[src/design/fhr_defs.vh]
// constants for the floppy host-side register bank
`ifndef FHR_DEFS_VH
`define FHR_DEFS_VH
`define FHR_A_DATA 3'h0
`define FHR_A_MSTAT 3'h1
`define FHR_A_DIAG 3'h2
`define FHR_A_RATE 3'h3
`define FHR_A_CFG 3'h4
`define FHR_A_RPSEL 3'h5
`define FHR_A_ST0 3'h6
`define FHR_A_CTRL 3'h7
`define FHR_CFG_FDIS 0
`define FHR_CFG_LOCK 1
`define FHR_CFG_THR_LO 2
`define FHR_CFG_THR_HI 5
`define FHR_CFG_BURST 6
`define FHR_CFG_RDOFF 7
`define FHR_CFG_WROFF 8
`define FHR_CFG_LAY_LO 9
`define FHR_CFG_LAY_HI 10
`define FHR_CTRL_SRST 0
`define FHR_RATE_RST 2'h2
`define FHR_RATE_NO_PRECOMP_FLAG 2
`define FHR_THR_RST 4'h0
`define FHR_LAY_AT 2'h0
`define FHR_LAY_SEC 2'h1
`define FHR_LAY_THIRD 2'h2
`define FHR_PH_CMD 2'h0
`define FHR_PH_EXEC 2'h1
`define FHR_PH_RES 2'h2
`define FHR_DEPTH 16
`define FHR_CNT_W 5
`define FHR_GAP_NS 350
`define FHR_CLK_NS 40
`endif

[src/design/fhr_regs.v]
// floppy host-side data fifo, diagnostic, rate and status registers
//
// Local design decisions: the Avalon-MM slave port and the register offsets.
`timescale 1ns/1ps
`default_nettype none
`include "fhr_defs.vh"
// Overview of operation
// host polls flags before each command write
// host polls flags before each result read
// fifo only in execution phase, else bypass
// soft reset keeps fifo enable when locked
// hardware reset: fifo off, threshold zero
// burst mode holds request until done
// non-burst drops request 350 ns between bytes
// fifo disable separately for reads, writes
// host answers within threshold-based service time
// disabled fifo acts as threshold zero
// first layout: disk changed on bit 7
// diagnostic ignores soft reset
// second layout: ones, rate, density bit
// third layout: inverted change, dma, precomp
// rate control: hard reset 250 kbps
// rate follows latest rate write
// no-precomp flag kept, readable on diagnostic
// status byte only in result phase
// status bits 7-6 termination code
// bit 5 seek done, bit 4 fault
// bit 2 head, bits 1-0 drive
// direction flag 0 write, 1 read
// threshold 0-15, soft reset default unless locked
// reserved rate control bits ignored
module fhr_regs (
  input wire mclk,
  input wire sys_rst,
  input wire [2:0] avs_address,
  input wire avs_read,
  input wire avs_write,
  input wire [31:0] avs_writedata,
  output reg [31:0] avs_readdata,
  output reg avs_waitrequest,
  input wire [1:0] core_phase,
  input wire core_dir,
  input wire core_push,
  input wire [7:0] core_push_data,
  input wire core_pop,
  output reg [7:0] core_pop_data_r,
  output reg core_pop_valid_r,
  output reg core_room_r,
  input wire [1:0] termination_code,
  input wire seek_complete,
  input wire equipment_fault,
  input wire head_select_pin,
  input wire [1:0] drive_code,
  input wire disk_changed_input,
  input wire dma_gate_enable,
  output reg [1:0] rate_select_r,
  output reg no_precomp_flag_r,
  output reg fifo_enable_r,
  output reg [3:0] fifo_trigger_level_r,
  output reg dma_request_line_r,
  output reg [7:0] st0_byte_r
);

  // gap rounded up to whole clock cycles
  localparam integer GAP_INT =
    (`FHR_GAP_NS + `FHR_CLK_NS - 1) / `FHR_CLK_NS;
  localparam [4:0] GAP_CYC = GAP_INT[4:0];

  function fhr_low_rate;
    input [1:0] rs;
    begin
      fhr_low_rate = (rs == 2'h1) || (rs == 2'h2);
    end
  endfunction

  // accepted access to one word address
  function fhr_hit;
    input en;
    input [2:0] a;
    input [2:0] want;
    begin
      fhr_hit = en && (a == want);
    end
  endfunction

  reg [7:0] mem_r [0:`FHR_DEPTH-1];
  reg [3:0] rdp_r;
  reg [3:0] wrp_r;
  reg [4:0] cnt_r;
  reg [4:0] cnt_nxt;
  reg [10:0] cfg_r;
  reg req_on_r;
  reg [4:0] gap_r;
  reg [31:0] rd_nxt;
  reg [7:0] diag_v;
  reg push;
  reg pop;
  reg [7:0] push_byte;
  reg soft_rst;
  reg req_cond;
  reg req_nxt;

  wire host_wr;
  wire host_rd;
  wire wr_data;
  wire wr_cfg;
  wire wr_rate;
  wire wr_rpsel;
  wire wr_ctrl;
  wire rd_data;
  wire fdis;
  wire lock;
  wire [3:0] thr;
  wire burst;
  wire [1:0] lay;
  wire exec;
  wire res_ph;
  wire dir_off;
  wire use_fifo;
  wire [4:0] cap;
  wire [3:0] thr_eff;
  wire [4:0] thr1;
  wire [4:0] room;
  wire [1:0] pin_in;
  wire [1:0] sync_q;
  wire dsk_chg;
  wire hd_pin;
  wire [7:0] st0_v;
  wire request_for_master;
  wire xfer;

  // bus strobes, live in the acknowledge cycle only
  assign host_wr = avs_write && !avs_waitrequest;
  assign host_rd = avs_read && !avs_waitrequest;
  assign wr_data = fhr_hit(host_wr, avs_address, `FHR_A_DATA);
  assign wr_cfg = fhr_hit(host_wr, avs_address, `FHR_A_CFG);
  assign wr_rate = fhr_hit(host_wr, avs_address, `FHR_A_RATE);
  assign wr_rpsel = fhr_hit(host_wr, avs_address, `FHR_A_RPSEL);
  assign wr_ctrl = fhr_hit(host_wr, avs_address, `FHR_A_CTRL);
  assign rd_data = fhr_hit(host_rd, avs_address, `FHR_A_DATA);
  assign fdis = cfg_r[`FHR_CFG_FDIS];
  assign lock = cfg_r[`FHR_CFG_LOCK];
  assign thr = cfg_r[`FHR_CFG_THR_HI:`FHR_CFG_THR_LO];
  assign burst = cfg_r[`FHR_CFG_BURST];
  assign lay = cfg_r[`FHR_CFG_LAY_HI:`FHR_CFG_LAY_LO];
  assign exec = (core_phase == `FHR_PH_EXEC);
  assign res_ph = (core_phase == `FHR_PH_RES);
  assign dir_off = core_dir ? cfg_r[`FHR_CFG_RDOFF] : cfg_r[`FHR_CFG_WROFF];
  // full depth only in execution phase
  assign use_fifo = !fdis && exec && !dir_off;
  assign cap = use_fifo ? 5'd16 : 5'd1;
  assign thr_eff = use_fifo ? thr : 4'h0;
  assign thr1 = {1'b0, thr_eff} + 5'd1;
  assign room = cap - cnt_r;
  assign pin_in = {head_select_pin, disk_changed_input};
  assign dsk_chg = sync_q[0];
  assign hd_pin = sync_q[1];
  assign st0_v = {termination_code, seek_complete,
                  equipment_fault, 1'b0, hd_pin, drive_code};
  assign request_for_master = (core_phase == `FHR_PH_CMD) ? (cnt_r == 5'd0) :
               res_ph ? (cnt_r != 5'd0) :
               dma_request_line_r;
  // byte moved on the host side of the fifo
  assign xfer = (core_dir ? pop : push) && exec;

  // pin inputs: two flip-flops per pin
  genvar gi;
  generate
    for (gi = 0; gi < 2; gi = gi + 1) begin : g_sync
      reg s1_r;
      reg s2_r;
      always @(posedge mclk) begin
        if (sys_rst) begin
          s1_r <= 1'b0;
          s2_r <= 1'b0;
        end else begin
          s1_r <= pin_in[gi];
          s2_r <= s1_r;
        end
      end
      assign sync_q[gi] = s2_r;
    end
  endgenerate

  // fifo push/pop sources follow direction
  always @* begin
    soft_rst = wr_ctrl && avs_writedata[`FHR_CTRL_SRST];
    if (core_dir) begin
      push = core_push && (cnt_r < cap);
      push_byte = core_push_data;
      pop = rd_data && (cnt_r != 5'd0);
    end else begin
      push = wr_data && (cnt_r < cap);
      push_byte = avs_writedata[7:0];
      pop = core_pop && (cnt_r != 5'd0);
    end
    if (soft_rst)
      cnt_nxt = 5'd0;
    else
      cnt_nxt = cnt_r + {4'h0, push} - {4'h0, pop};
  end

  always @(posedge mclk) begin
    if (push)
      mem_r[wrp_r] <= push_byte;
  end

  always @(posedge mclk) begin
    if (sys_rst) begin
      rdp_r <= 4'h0;
      wrp_r <= 4'h0;
      cnt_r <= 5'd0;
      core_pop_data_r <= 8'h00;
      core_pop_valid_r <= 1'b0;
      core_room_r <= 1'b1;
    end else begin
      core_pop_valid_r <= pop && !core_dir;
      if (pop && !core_dir)
        core_pop_data_r <= mem_r[rdp_r];
      if (soft_rst) begin
        rdp_r <= 4'h0;
        wrp_r <= 4'h0;
      end else begin
        if (push)
          wrp_r <= wrp_r + 4'h1;
        if (pop)
          rdp_r <= rdp_r + 4'h1;
      end
      cnt_r <= cnt_nxt;
      core_room_r <= cnt_nxt < cap;
    end
  end

  // configuration, partly cleared by soft reset
  always @(posedge mclk) begin
    if (sys_rst) begin
      cfg_r <= 11'h001;
    end else if (soft_rst) begin
      if (!lock) begin
        cfg_r[`FHR_CFG_FDIS] <= 1'b1;
        cfg_r[`FHR_CFG_THR_HI:`FHR_CFG_THR_LO] <= `FHR_THR_RST;
      end
    end else if (wr_cfg) begin
      cfg_r <= avs_writedata[10:0];
    end
  end

  // rate and precomp, deaf to soft reset
  always @(posedge mclk) begin
    if (sys_rst) begin
      rate_select_r <= `FHR_RATE_RST;
      no_precomp_flag_r <= 1'b0;
    end else if (wr_rate) begin
      rate_select_r <= avs_writedata[1:0];
      if (lay == `FHR_LAY_THIRD)
        no_precomp_flag_r <= avs_writedata[`FHR_RATE_NO_PRECOMP_FLAG];
    end else if (wr_rpsel) begin
      rate_select_r <= avs_writedata[1:0];
    end
  end

  // service request pacing
  always @* begin
    if (core_dir)
      req_cond = cnt_r >= thr1;
    else
      req_cond = room >= thr1;
    req_nxt = req_on_r;
    if (!exec || soft_rst) begin
      req_nxt = 1'b0;
    end else if (req_on_r) begin
      if (core_dir ? (cnt_nxt == 5'd0) : (cnt_nxt == cap))
        req_nxt = 1'b0;
    end else if (req_cond) begin
      req_nxt = 1'b1;
    end
  end

  // quiet gap after each non-burst transfer
  always @(posedge mclk) begin
    if (sys_rst) begin
      gap_r <= 5'd0;
    end else if (!burst && xfer) begin
      gap_r <= GAP_CYC;
    end else if (gap_r != 5'd0) begin
      gap_r <= gap_r - 5'd1;
    end
  end

  always @(posedge mclk) begin
    if (sys_rst) begin
      req_on_r <= 1'b0;
      dma_request_line_r <= 1'b0;
    end else begin
      req_on_r <= req_nxt;
      if (burst)
        dma_request_line_r <= req_nxt;
      else
        dma_request_line_r <= req_nxt && (gap_r == 5'd0) && !xfer;
    end
  end

  // diagnostic view by layout
  always @* begin
    case (lay)
      `FHR_LAY_AT: diag_v = {dsk_chg, 7'h00};
      `FHR_LAY_SEC: diag_v = {dsk_chg, 4'hF, rate_select_r,
                             fhr_low_rate(rate_select_r)};
      `FHR_LAY_THIRD: diag_v = {!dsk_chg, 3'h0, dma_gate_enable,
                               no_precomp_flag_r, rate_select_r};
      default: diag_v = {dsk_chg, 7'h00};
    endcase
  end

  // read mux, unmapped or write-only reads zero
  always @* begin
    rd_nxt = 32'h00000000;
    case (avs_address)
      `FHR_A_DATA: rd_nxt = {24'h000000, mem_r[rdp_r]};
      `FHR_A_MSTAT: rd_nxt = {19'h00000, cnt_r, request_for_master, core_dir, 6'h00};
      `FHR_A_DIAG: rd_nxt = {24'h000000, diag_v};
      `FHR_A_CFG: rd_nxt = {21'h000000, cfg_r};
      `FHR_A_ST0: rd_nxt = (core_phase == `FHR_PH_RES) ?
                           {24'h000000, st0_byte_r} : 32'h00000000;
      default: rd_nxt = 32'h00000000;
    endcase
  end

  // one wait cycle per access, then acknowledge
  always @(posedge mclk) begin
    if (sys_rst) begin
      avs_waitrequest <= 1'b1;
      avs_readdata <= 32'h00000000;
    end else begin
      avs_waitrequest <= !((avs_read || avs_write) && avs_waitrequest);
      if (avs_read && avs_waitrequest)
        avs_readdata <= rd_nxt;
    end
  end

  // status toward the core, status byte only in result phase
  always @(posedge mclk) begin
    if (sys_rst) begin
      fifo_enable_r <= 1'b0;
      fifo_trigger_level_r <= 4'h0;
      st0_byte_r <= 8'h00;
    end else begin
      fifo_enable_r <= use_fifo;
      fifo_trigger_level_r <= thr_eff;
      st0_byte_r <= res_ph ? st0_v : 8'h00;
    end
  end

endmodule
`default_nettype wire

[config.mk]
export PLATFORM = sky130hd
export DESIGN_NAME = fhr_regs
export DESIGN_NICKNAME = d
export VERILOG_FILES = /design/src/design/fhr_regs.v
export VERILOG_INCLUDE_DIRS = /design/src /design/src/design
export SDC_FILE = /design/constraint.sdc
export NUM_CORES = 1
export LEC_CHECK = 0
export BUFFER_PORTS_ARGS = -buffer_cell sky130_fd_sc_hd__buf_2
export CAP_MARGIN = 10
export CORE_MARGIN = 4
export CORE_UTILIZATION = 55
export CTS_CLUSTER_DIAMETER = 30
export DETAILED_ROUTE_END_ITERATION = 12
export PLACE_DENSITY = 0.83
export RECOVER_POWER = 50
export REMOVE_ABC_BUFFERS = 1
export SYNTH_ARGS = -nofsm -noshare
export SYNTH_HDL_FRONTEND = slang
export SYNTH_SLANG_ARGS = --single-unit
[constraint.sdc]
create_clock -name mclk -period 5.7 [get_ports mclk]
set_input_delay 0.285 -clock mclk [delete_from_list [all_inputs] [get_ports mclk]]
set_output_delay 0.285 -clock mclk [all_outputs]
set_load 0.1 [all_outputs]
Word-level counts from Yosys, hierarchy flattened
Memories as Yosys holds them, arrays and structs flattened. A register that Yosys moved wholly into a read port is not among the register bits.
Cells that the tools add are included.
- add/subtract/negate cells: 7
- $lt $le $gt $ge: 4
- equality and inequality tests: 15
- multiplexer cells: 33
- bitwise operators: 2
- reduce and logical (&&, ||, !) cells: 50
- operators by type and width (cell ; number):
    $pmux 13 s5 ; 1
    $mux 4 ; 7
    $logic_and 1x1->1 ; 22
    $mux 1 ; 17
    $mux 8 ; 2
    $pmux 8 s2 ; 1
    $logic_not 5->1 ; 3
    $eq 3x3->1 const B ; 4
    $ge 5x5->1 ; 2
    $lt 5x5->1 ; 2
    $mux 5 ; 2
    $reduce_bool 5->1 ; 2
    $logic_not 1->1 ; 9
    $add 4x1->4 const B ; 2
    $eq 2x1->1 const B ; 3
    $eq 2x2->1 const B ; 3
    $eq 3x2->1 const B ; 2
    $mux 6 ; 1
    $reduce_and 2->1 ; 3
    $reduce_bool 2->1 ; 3
    $reduce_or 2->1 ; 3
    $add 4x1->5 const B ; 1
    $add 5x1->5 ; 1
    $eq 5x5->1 ; 1
    other kinds (10) ; 14
- register bits: 94
- bits in writable memories: 128
- input bits: 61
- logic and storage cells: 136
- memories: 1
- memory list (name ; words ; width ; rd ports ; clocked after memory_dff ; wr ports ; RTL line ; source):
    mem_r ; 16 ; 8 ; 1 ; 1 ; 1 ; fhr_regs.v:86 ; reg [7:0] mem_r [0:`FHR_DEPTH-1];

Longest topological paths before layout
- depth after elaboration: 18
- mapped depth: 22
- mapped depth without buffers: 20

Worst setup path before layout
No wires, ideal clock.
- path type: in2reg
- from: input port core_dir
- to: register dma_request_line_r
- library setup time: 132 ps
- arrival time: 4397 ps
- required time: 5568 ps
- path slack: 1171 ps
- cell stages on the path: 22
- path buffers: 2
- path through: buf_2 nor2b_1 a2111oi_0 clkbuf_1 ha_1 nor4bb_1 o21ai_0 nor2_1 inv_1 ha_1 inv_1 ha_1 inv_1 fa_1 o21bai_1 a21oi_1 xor2_1 nor2_1 ha_1 a21oi_1 nor4bb_1 nor4_1
- longest elaborated chain between the ends: 18
- elaborated cells on any way between the ends: 31
- RTL lines (element ; RTL line ; source):
    start, declared ; fhr_regs.v:42 ; input wire core_dir,
    $mux 1 (*) ; fhr_regs.v:148 ; assign dir_off = core_dir ? cfg_r[`FHR_CFG_RDOFF] : cfg_r[`FHR_CFG_WROFF];
    $logic_not 1->1 (*) ; fhr_regs.v:150 ; assign use_fifo = !fdis && exec && !dir_off;
    $logic_and 1x1->1 (*) ; fhr_regs.v:150 ;
    named net use_fifo ; fhr_regs.v:119 ; wire use_fifo;
    $mux 5 (*) ; fhr_regs.v:151 ; assign cap = use_fifo ? 5'd16 : 5'd1;
    $lt 5x5->1 (*) ; fhr_regs.v:189, fhr_regs.v:193 ;
    $logic_and 1x1->1 (on tied branches) ; fhr_regs.v:193, fhr_regs.v:189 ;
    $mux 1 (*) ; fhr_regs.v:188 ; if (core_dir) begin
    (+2 left out) ; - ;
    $mux 5 (*) ; fhr_regs.v:197 ; if (soft_rst)
    named net cnt_nxt[4] ; fhr_regs.v:90 ; reg [4:0] cnt_nxt;
    $eq 5x5->1 / $logic_not 5->1 (equally long branches) ; fhr_regs.v:272 ; if (core_dir ? (cnt_nxt == 5'd0) : (cnt_nxt == cap))
    $mux 1 (*) (2 in a row) ; fhr_regs.v:272 ;
    $mux 1 (*) ; fhr_regs.v:271 ; end else if (req_on_r) begin
    $mux 1 (*) ; fhr_regs.v:269 ; if (!exec || soft_rst) begin
    $logic_and 1x1->1 (2 in a row) ; fhr_regs.v:299 ; dma_request_line_r <= req_nxt && (gap_r == 5'd0) && !xfer;
    $mux 1 (*) ; fhr_regs.v:296 ; if (burst)
    end signal, assigned ; fhr_regs.v:297 ; dma_request_line_r <= req_nxt;
    end signal, assigned ; fhr_regs.v:299 ;
    end, declared ; fhr_regs.v:60 ; output reg dma_request_line_r,
The timed path passes the listed nets; every way through them passes the cells marked *.
A chain may end at the register's enable or synchronous reset.

Worst setup path after layout
- from: register cfg_r[8]
- to: register dma_request_line_r
- longest elaborated chain between the ends: 18
- elaborated cells on any way between the ends: 30
- RTL lines (element ; RTL line ; source):
    start, declared ; fhr_regs.v:91 ; reg [10:0] cfg_r;
    start signal, assigned by index ; fhr_regs.v:241 ; cfg_r[`FHR_CFG_THR_HI:`FHR_CFG_THR_LO] <= `FHR_THR_RST;
    start signal, assigned ; fhr_regs.v:244 ; cfg_r <= avs_writedata[10:0];
    $mux 1 (*) ; fhr_regs.v:148 ;
    $logic_not 1->1 (*) ; fhr_regs.v:150 ;
    $logic_and 1x1->1 (*) ; fhr_regs.v:150 ;
    $mux 5 (*) ; fhr_regs.v:151 ;
    $lt 5x5->1 (*) ; fhr_regs.v:189, fhr_regs.v:193 ;
    $logic_and 1x1->1 (on tied branches) ; fhr_regs.v:193, fhr_regs.v:189 ;
    $mux 1 (*) ; fhr_regs.v:188 ;
    $add 5x1->5 (*) ; fhr_regs.v:200 ; cnt_nxt = cnt_r + {4'h0, push} - {4'h0, pop};
    $sub 5x1->5 (*) ; fhr_regs.v:200 ;
    $mux 5 (*) ; fhr_regs.v:197 ;
    named net cnt_nxt[4] ; fhr_regs.v:90 ;
    $eq 5x5->1 / $logic_not 5->1 (equally long branches) ; fhr_regs.v:272 ;
    $mux 1 (*) (2 in a row) ; fhr_regs.v:272 ;
    $mux 1 (*) ; fhr_regs.v:271 ;
    $mux 1 (*) ; fhr_regs.v:269 ;
    $logic_and 1x1->1 (2 in a row) ; fhr_regs.v:299 ;
    $mux 1 (*) ; fhr_regs.v:296 ;
Marked as above.

==> results.md <==
- The wire length after detailed routing is 22100 microns.
- Measured against the total synthesized area, the mux share comes to 0.106.
- The worst setup path is captured at a flop.
- The power density relative to cell area is 460 nW/um^2.
- The clock period minus worst slack is about 5000 ps.
- The pin count of the biggest net entering global routing is 33.
- The number of standard-cell rows in the floorplan is 46.
- The most common cell after layout, fill and taps aside is sky130_fd_sc_hd__edfxtp_1.
- The first-pass iteration count of the detailed router is 5.
- IR analysis of the VDD net gives a maximum drop of 0.000334 V.
- After synthesis, the largest family of logic cells by area is multiplexers.
- The max-slew violation count was 49.
- The cell that appears most often on the critical path is sky130_fd_sc_hd__ha_1.
- The share of synthesized area occupied by flip-flops and latches is 0.597.
- The register clock-pin slew on the reported worst setup and hold paths is approximately 50 ps.
- For this block, the via count after detailed routing is just over 6000.
- In this run the worst path has a maximum fanout of 12.
- The type of the worst setup path is flop to flop.
- On the worst path, the slowest cell contributes a delay of just over 400 ps.
- Of the total synthesized cell area, the portion taken by full adders, half adders and majority gates is 0.0478.
- The clock reaches the later pin of the worst-skew pair after about 500 ps.
- The wire length of the first global-routing pass is 33400 microns.
- Using the TritonRoute via totals, the vias-per-cell ratio works out to 5.99.
- The clock passes through at most 3 buffers.
- The simple logic cell fraction of the synthesized area is 0.103.
- CTS placed an instance of sky130_fd_sc_hd__clkbuf_16 at the clock tree root.
- The cell total after placement is ~950.
- The CTS tree is yes.
- The via count of the first global-routing pass is 6085.
- The max-cap check violation count is 2.
- The initial detailed-routing violation count is 526.
- The floorplan step defined a core boundary enclosing ~16000 sq um.
- For the pin with the worst max-slew slack, the measured transition is 1960 ps.
- In this run the power spent charging and discharging nets is 1.51 mW.
- The worst setup path is launched from a flop.
- The final-layout worst hold slack is approximately 7.5 ps.
- Of the total synthesized cell area, the portion taken by XOR and XNOR cells is 0.0165.
- The area fraction in compound gates after synthesis is 0.0863.
- The number of antenna violations at the first check in global routing is 0.
- The DRC violation count after routing is 0.
- The post-synthesis instance area is 9050 sq um.
- For this configuration, the core starts out at a cell density of 0.566.
- In the synthesized netlist, the number of instances is 683.
- The part of the power in combinational logic is 0.221.
- Data on the critical path arrives at its endpoint at 5290 ps.
- The buffer count from post-CTS setup fixing is 0.
- The highest clock rate is 203 MHz.
- The count of nets left with antenna violations once routing finished came out at 0.
- Of all flip-flops after synthesis, the portion carrying an async set or reset was 0.
- Yosys mapped a number of flops with a built-in enable equal to roughly 130.
- In the finished design, the share of the clock period the worst path needs comes to 0.865.
- The synthesis warning total is 0.
- The checks that failed: capacitance limit, slew limit.
- Among all stages on the critical path, the largest delay is contributed by sky130_fd_sc_hd__fa_1.
- The final layout net count is 875.
- The leftover overflow at the end of global routing is 0.
- The number of buffer cells added on primary ports is 79.
- Summing internal, switching and leakage power gives 4.92 mW.
- The routability congestion estimate from global placement is 0.951.
- The I/O pin total is between 100 and 150.
- Leaving out fill and tap cells, the most frequent cells in the layout are sky130_fd_sc_hd__edfxtp_1, sky130_fd_sc_hd__dfxtp_1, sky130_fd_sc_hd__nand2_1, sky130_fd_sc_hd__nor2_1, sky130_fd_sc_hd__buf_2.
- The count of antenna diodes in the layout is 0.
- The critical path goes through nor2b_1, a2111oi_1, buf_4, ha_1, nor4bb_1, o21ai_0, nor2_1, inv_1, ha_1, inv_1, ha_1, inv_1, fa_1, o21bai_1, a21oi_1, xor2_1, nor2_1, ha_1, a21oi_1, nor4bb_1, nor4_1.
- The half-perimeter wire length of the detailed placement result is 14700 microns.
- The hold violation total from the final report is 0.
- The post-synthesis cell type count is 63.
- The final setup violation count is 0.
- Broken down by cell family, the worst path's largest delay share belongs to simple AND/OR/NAND/NOR gates.
- The kind of path behind the tightest hold check is input pin to flop.
- The floorplan step set the die height to 136 microns.
- The most used flip-flop cell after synthesis is sky130_fd_sc_hd__edfxtp_1.
- After detailed routing, the average wire length per cell comes to around 22 microns.
- The overall die area is 18600 sq um.
- The run finished, with violations left.
- In this run the static leakage power is just under 4 nW.
- The total internal power is between 3 and 4 mW.
- For this run, the total global-route usage over all layers was measured as 0.236.
- In this run the tightest slew margin relative to its limit is -0.322.
- The share of total power dissipated in the clock network is 0.417.
- The area growth from synthesis to layout is 18.2%.
- In the final timing run, aggregate negative setup slack is 0 ps.
- The die outline width is 136 microns.
- The share of total power dissipated in sequential elements is 0.362.
- The worst endpoint required time is 6060 ps.
- Of the total power, the share spent switching nets is 0.306.
- The clock sink total is just over 200.
- The number of cells in the finished layout apart from fillers is 1021.
- The maximum clock skew at final layout is between 10 and 15 ps.
- Synthesis inferred 206 register bits.
- After synthesis, the mean cell area works out to approximately 13 sq um.
- Setup repair after global routing left no endpoint under its margin.
- The worst path buffer plus inverter count is 4.
- In this run the number of H-tree levels came out at 2.
- Clock tree synthesis inserted a total of 34 buffers.
- In the final layout, the share of cells above drive strength 1 is 0.176.
[path summary, 6_finish.rpt]
check | startpoint | end | slack [ps] | cells past startpoint
setup / recovery | cfg_r[8]$_SDFFE_PP0P_ | dma_request_line_r$_SDFF_PP0_ | 770 | 21
hold / removal | disk_changed_input | g_sync[0].s1_r$_SDFF_PP0_ | 8 | 2
setup reg to reg | cfg_r[8]$_SDFFE_PP0P_ | dma_request_line_r$_SDFF_PP0_ | 770 | 21
hold reg to reg | g_sync[1].s2_r$_SDFF_PP0_ | st0_byte_r[2]$_SDFF_PP0_ | 430 | 1
[flip-flops by register name, indices dropped and copies added, names as in the netlist, named ones only]
signal and cells:
avs_readdata 13, core_room_r 1, core_pop_valid_r 1, cfg_r 11, fifo_trigger_level_r 4, mem_r 128
no_precomp_flag_r 1, rate_select_r 2, g_sync.s1_r 2, rdp_r 4, req_on_r 1, avs_waitrequest 1
g_sync.s2_r 1, dsk_chg 1, st0_byte_r 7, gap_r 5, cnt_r 5, fifo_enable_r 1
dma_request_line_r 1, wrp_r 4, core_pop_data_r 8
[worst reg2reg max path, cell delays in order, from the launching register on]
cell                        delay [ps]
sky130_fd_sc_hd__dfxtp_1           310
sky130_fd_sc_hd__nor2b_1           130
sky130_fd_sc_hd__a2111oi_1         400
sky130_fd_sc_hd__buf_4             250
sky130_fd_sc_hd__ha_1              190
sky130_fd_sc_hd__nor4bb_1          320
sky130_fd_sc_hd__o21ai_0           240
sky130_fd_sc_hd__nor2_1            400
sky130_fd_sc_hd__inv_1              90
sky130_fd_sc_hd__ha_1              310
sky130_fd_sc_hd__inv_1              60
sky130_fd_sc_hd__ha_1              150
sky130_fd_sc_hd__inv_1              60
sky130_fd_sc_hd__fa_1              410
sky130_fd_sc_hd__o21bai_1          230
sky130_fd_sc_hd__a21oi_1           130
sky130_fd_sc_hd__xor2_1            210
sky130_fd_sc_hd__nor2_1             70
sky130_fd_sc_hd__ha_1              290
sky130_fd_sc_hd__a21oi_1            60
sky130_fd_sc_hd__nor4bb_1          390
sky130_fd_sc_hd__nor4_1            110
[synthesized netlist by cell type, types with 3 or more instances]
cell | instances | area (sq um)
sky130_fd_sc_hd__buf_4 | 20 | 150
sky130_fd_sc_hd__nor3_1 | 13 | 65.1
sky130_fd_sc_hd__mux2i_1 | 7 | 70.1
sky130_fd_sc_hd__and3b_1 | 4 | 35.0
sky130_fd_sc_hd__mux4_2 | 22 | 495
sky130_fd_sc_hd__a22oi_1 | 23 | 173
sky130_fd_sc_hd__nor2_1 | 52 | 195
sky130_fd_sc_hd__xor2_1 | 3 | 26.3
sky130_fd_sc_hd__o211ai_1 | 5 | 37.5
sky130_fd_sc_hd__a211oi_1 | 3 | 22.5
sky130_fd_sc_hd__a221o_1 | 4 | 40.0
sky130_fd_sc_hd__clkbuf_1 | 12 | 45.0
sky130_fd_sc_hd__edfxtp_1 | 128 | 3840
sky130_fd_sc_hd__ha_1 | 33 | 413
sky130_fd_sc_hd__nor4bb_1 | 3 | 30.0
sky130_fd_sc_hd__nand4_1 | 4 | 25.0
sky130_fd_sc_hd__o21a_1 | 3 | 22.5
sky130_fd_sc_hd__dfxtp_1 | 78 | 1560
sky130_fd_sc_hd__and2_1 | 9 | 56.3
sky130_fd_sc_hd__buf_1 | 5 | 18.8
sky130_fd_sc_hd__or3_1 | 3 | 18.8
sky130_fd_sc_hd__nand2b_1 | 7 | 43.8
sky130_fd_sc_hd__a21oi_1 | 33 | 165
sky130_fd_sc_hd__inv_1 | 25 | 93.8
sky130_fd_sc_hd__xnor2_1 | 14 | 123
sky130_fd_sc_hd__nand3_1 | 7 | 35.0
sky130_fd_sc_hd__and3_1 | 4 | 25.0
sky130_fd_sc_hd__buf_2 | 5 | 25.0
sky130_fd_sc_hd__mux2_2 | 12 | 135
sky130_fd_sc_hd__nand2_1 | 53 | 199
sky130_fd_sc_hd__nor2b_1 | 15 | 93.8
sky130_fd_sc_hd__nor3b_1 | 3 | 22.5
sky130_fd_sc_hd__o21ai_0 | 20 | 100
sky130_fd_sc_hd__mux4_1 | 10 | 263
sky130_fd_sc_hd__a22o_1 | 9 | 78.8
[layout make-up]
type                            count  area (sq um)
Sequential cell                   206          5410
Fill cell                        1130          5300
Multi-Input combinational cell    425          3330
Clock buffer                       44           960
Timing Repair Buffer               87           429
Tap cell                          216           270
Clock inverter                     17           204
Inverter                           26          97.6
[layer usage]
layer,part of all wire,routed length [microns],track usage
met4,0.034,743,0.0929
met5,0,0,0
met2,0.51,11200,0.406
met1,0.39,8600,0.297
met3,0.073,1610,0.0415
[cell families after synthesis]
logic type / count (synthesis)
simple gates: 187
buf+inv: 71
fa+ha+maj: 34
xor+xnor: 17
other cells: 1
mux: 51
compound gates: 116
flops: 206
[power by group through the flow]
stage          registers (mW)  logic (mW)  clock network, mW
6_report                 1.78        1.09               2.05
3_3_place_gp             1.80        1.02                  0
5_1_grt                  1.79        1.20               2.14
4_1_cts                  1.78        1.08               2.08
2_1_floorplan            1.91       0.700                  0
3_5_place_dp             1.81        1.07                  0
[stage by stage]
stage / instance area, sq um / util / setup slack (ps)
after detailed placement: 9520 / 0.595 / 579
final: 10700 / 0.669 / 769
after CTS: 10700 / 0.671 / 814
after global routing: 10700 / 0.669 / 305
after floorplan: 8840 / - / 494
after global placement: 9520 / 0.595 / 773
[repair_timing]
action,4_1_cts,5_1_grt
endpoints found under the hold margin,5,0
gates resized for setup,0,0
hold buffers,5,0
Note: power is estimated with default switching activity, not from simulation.
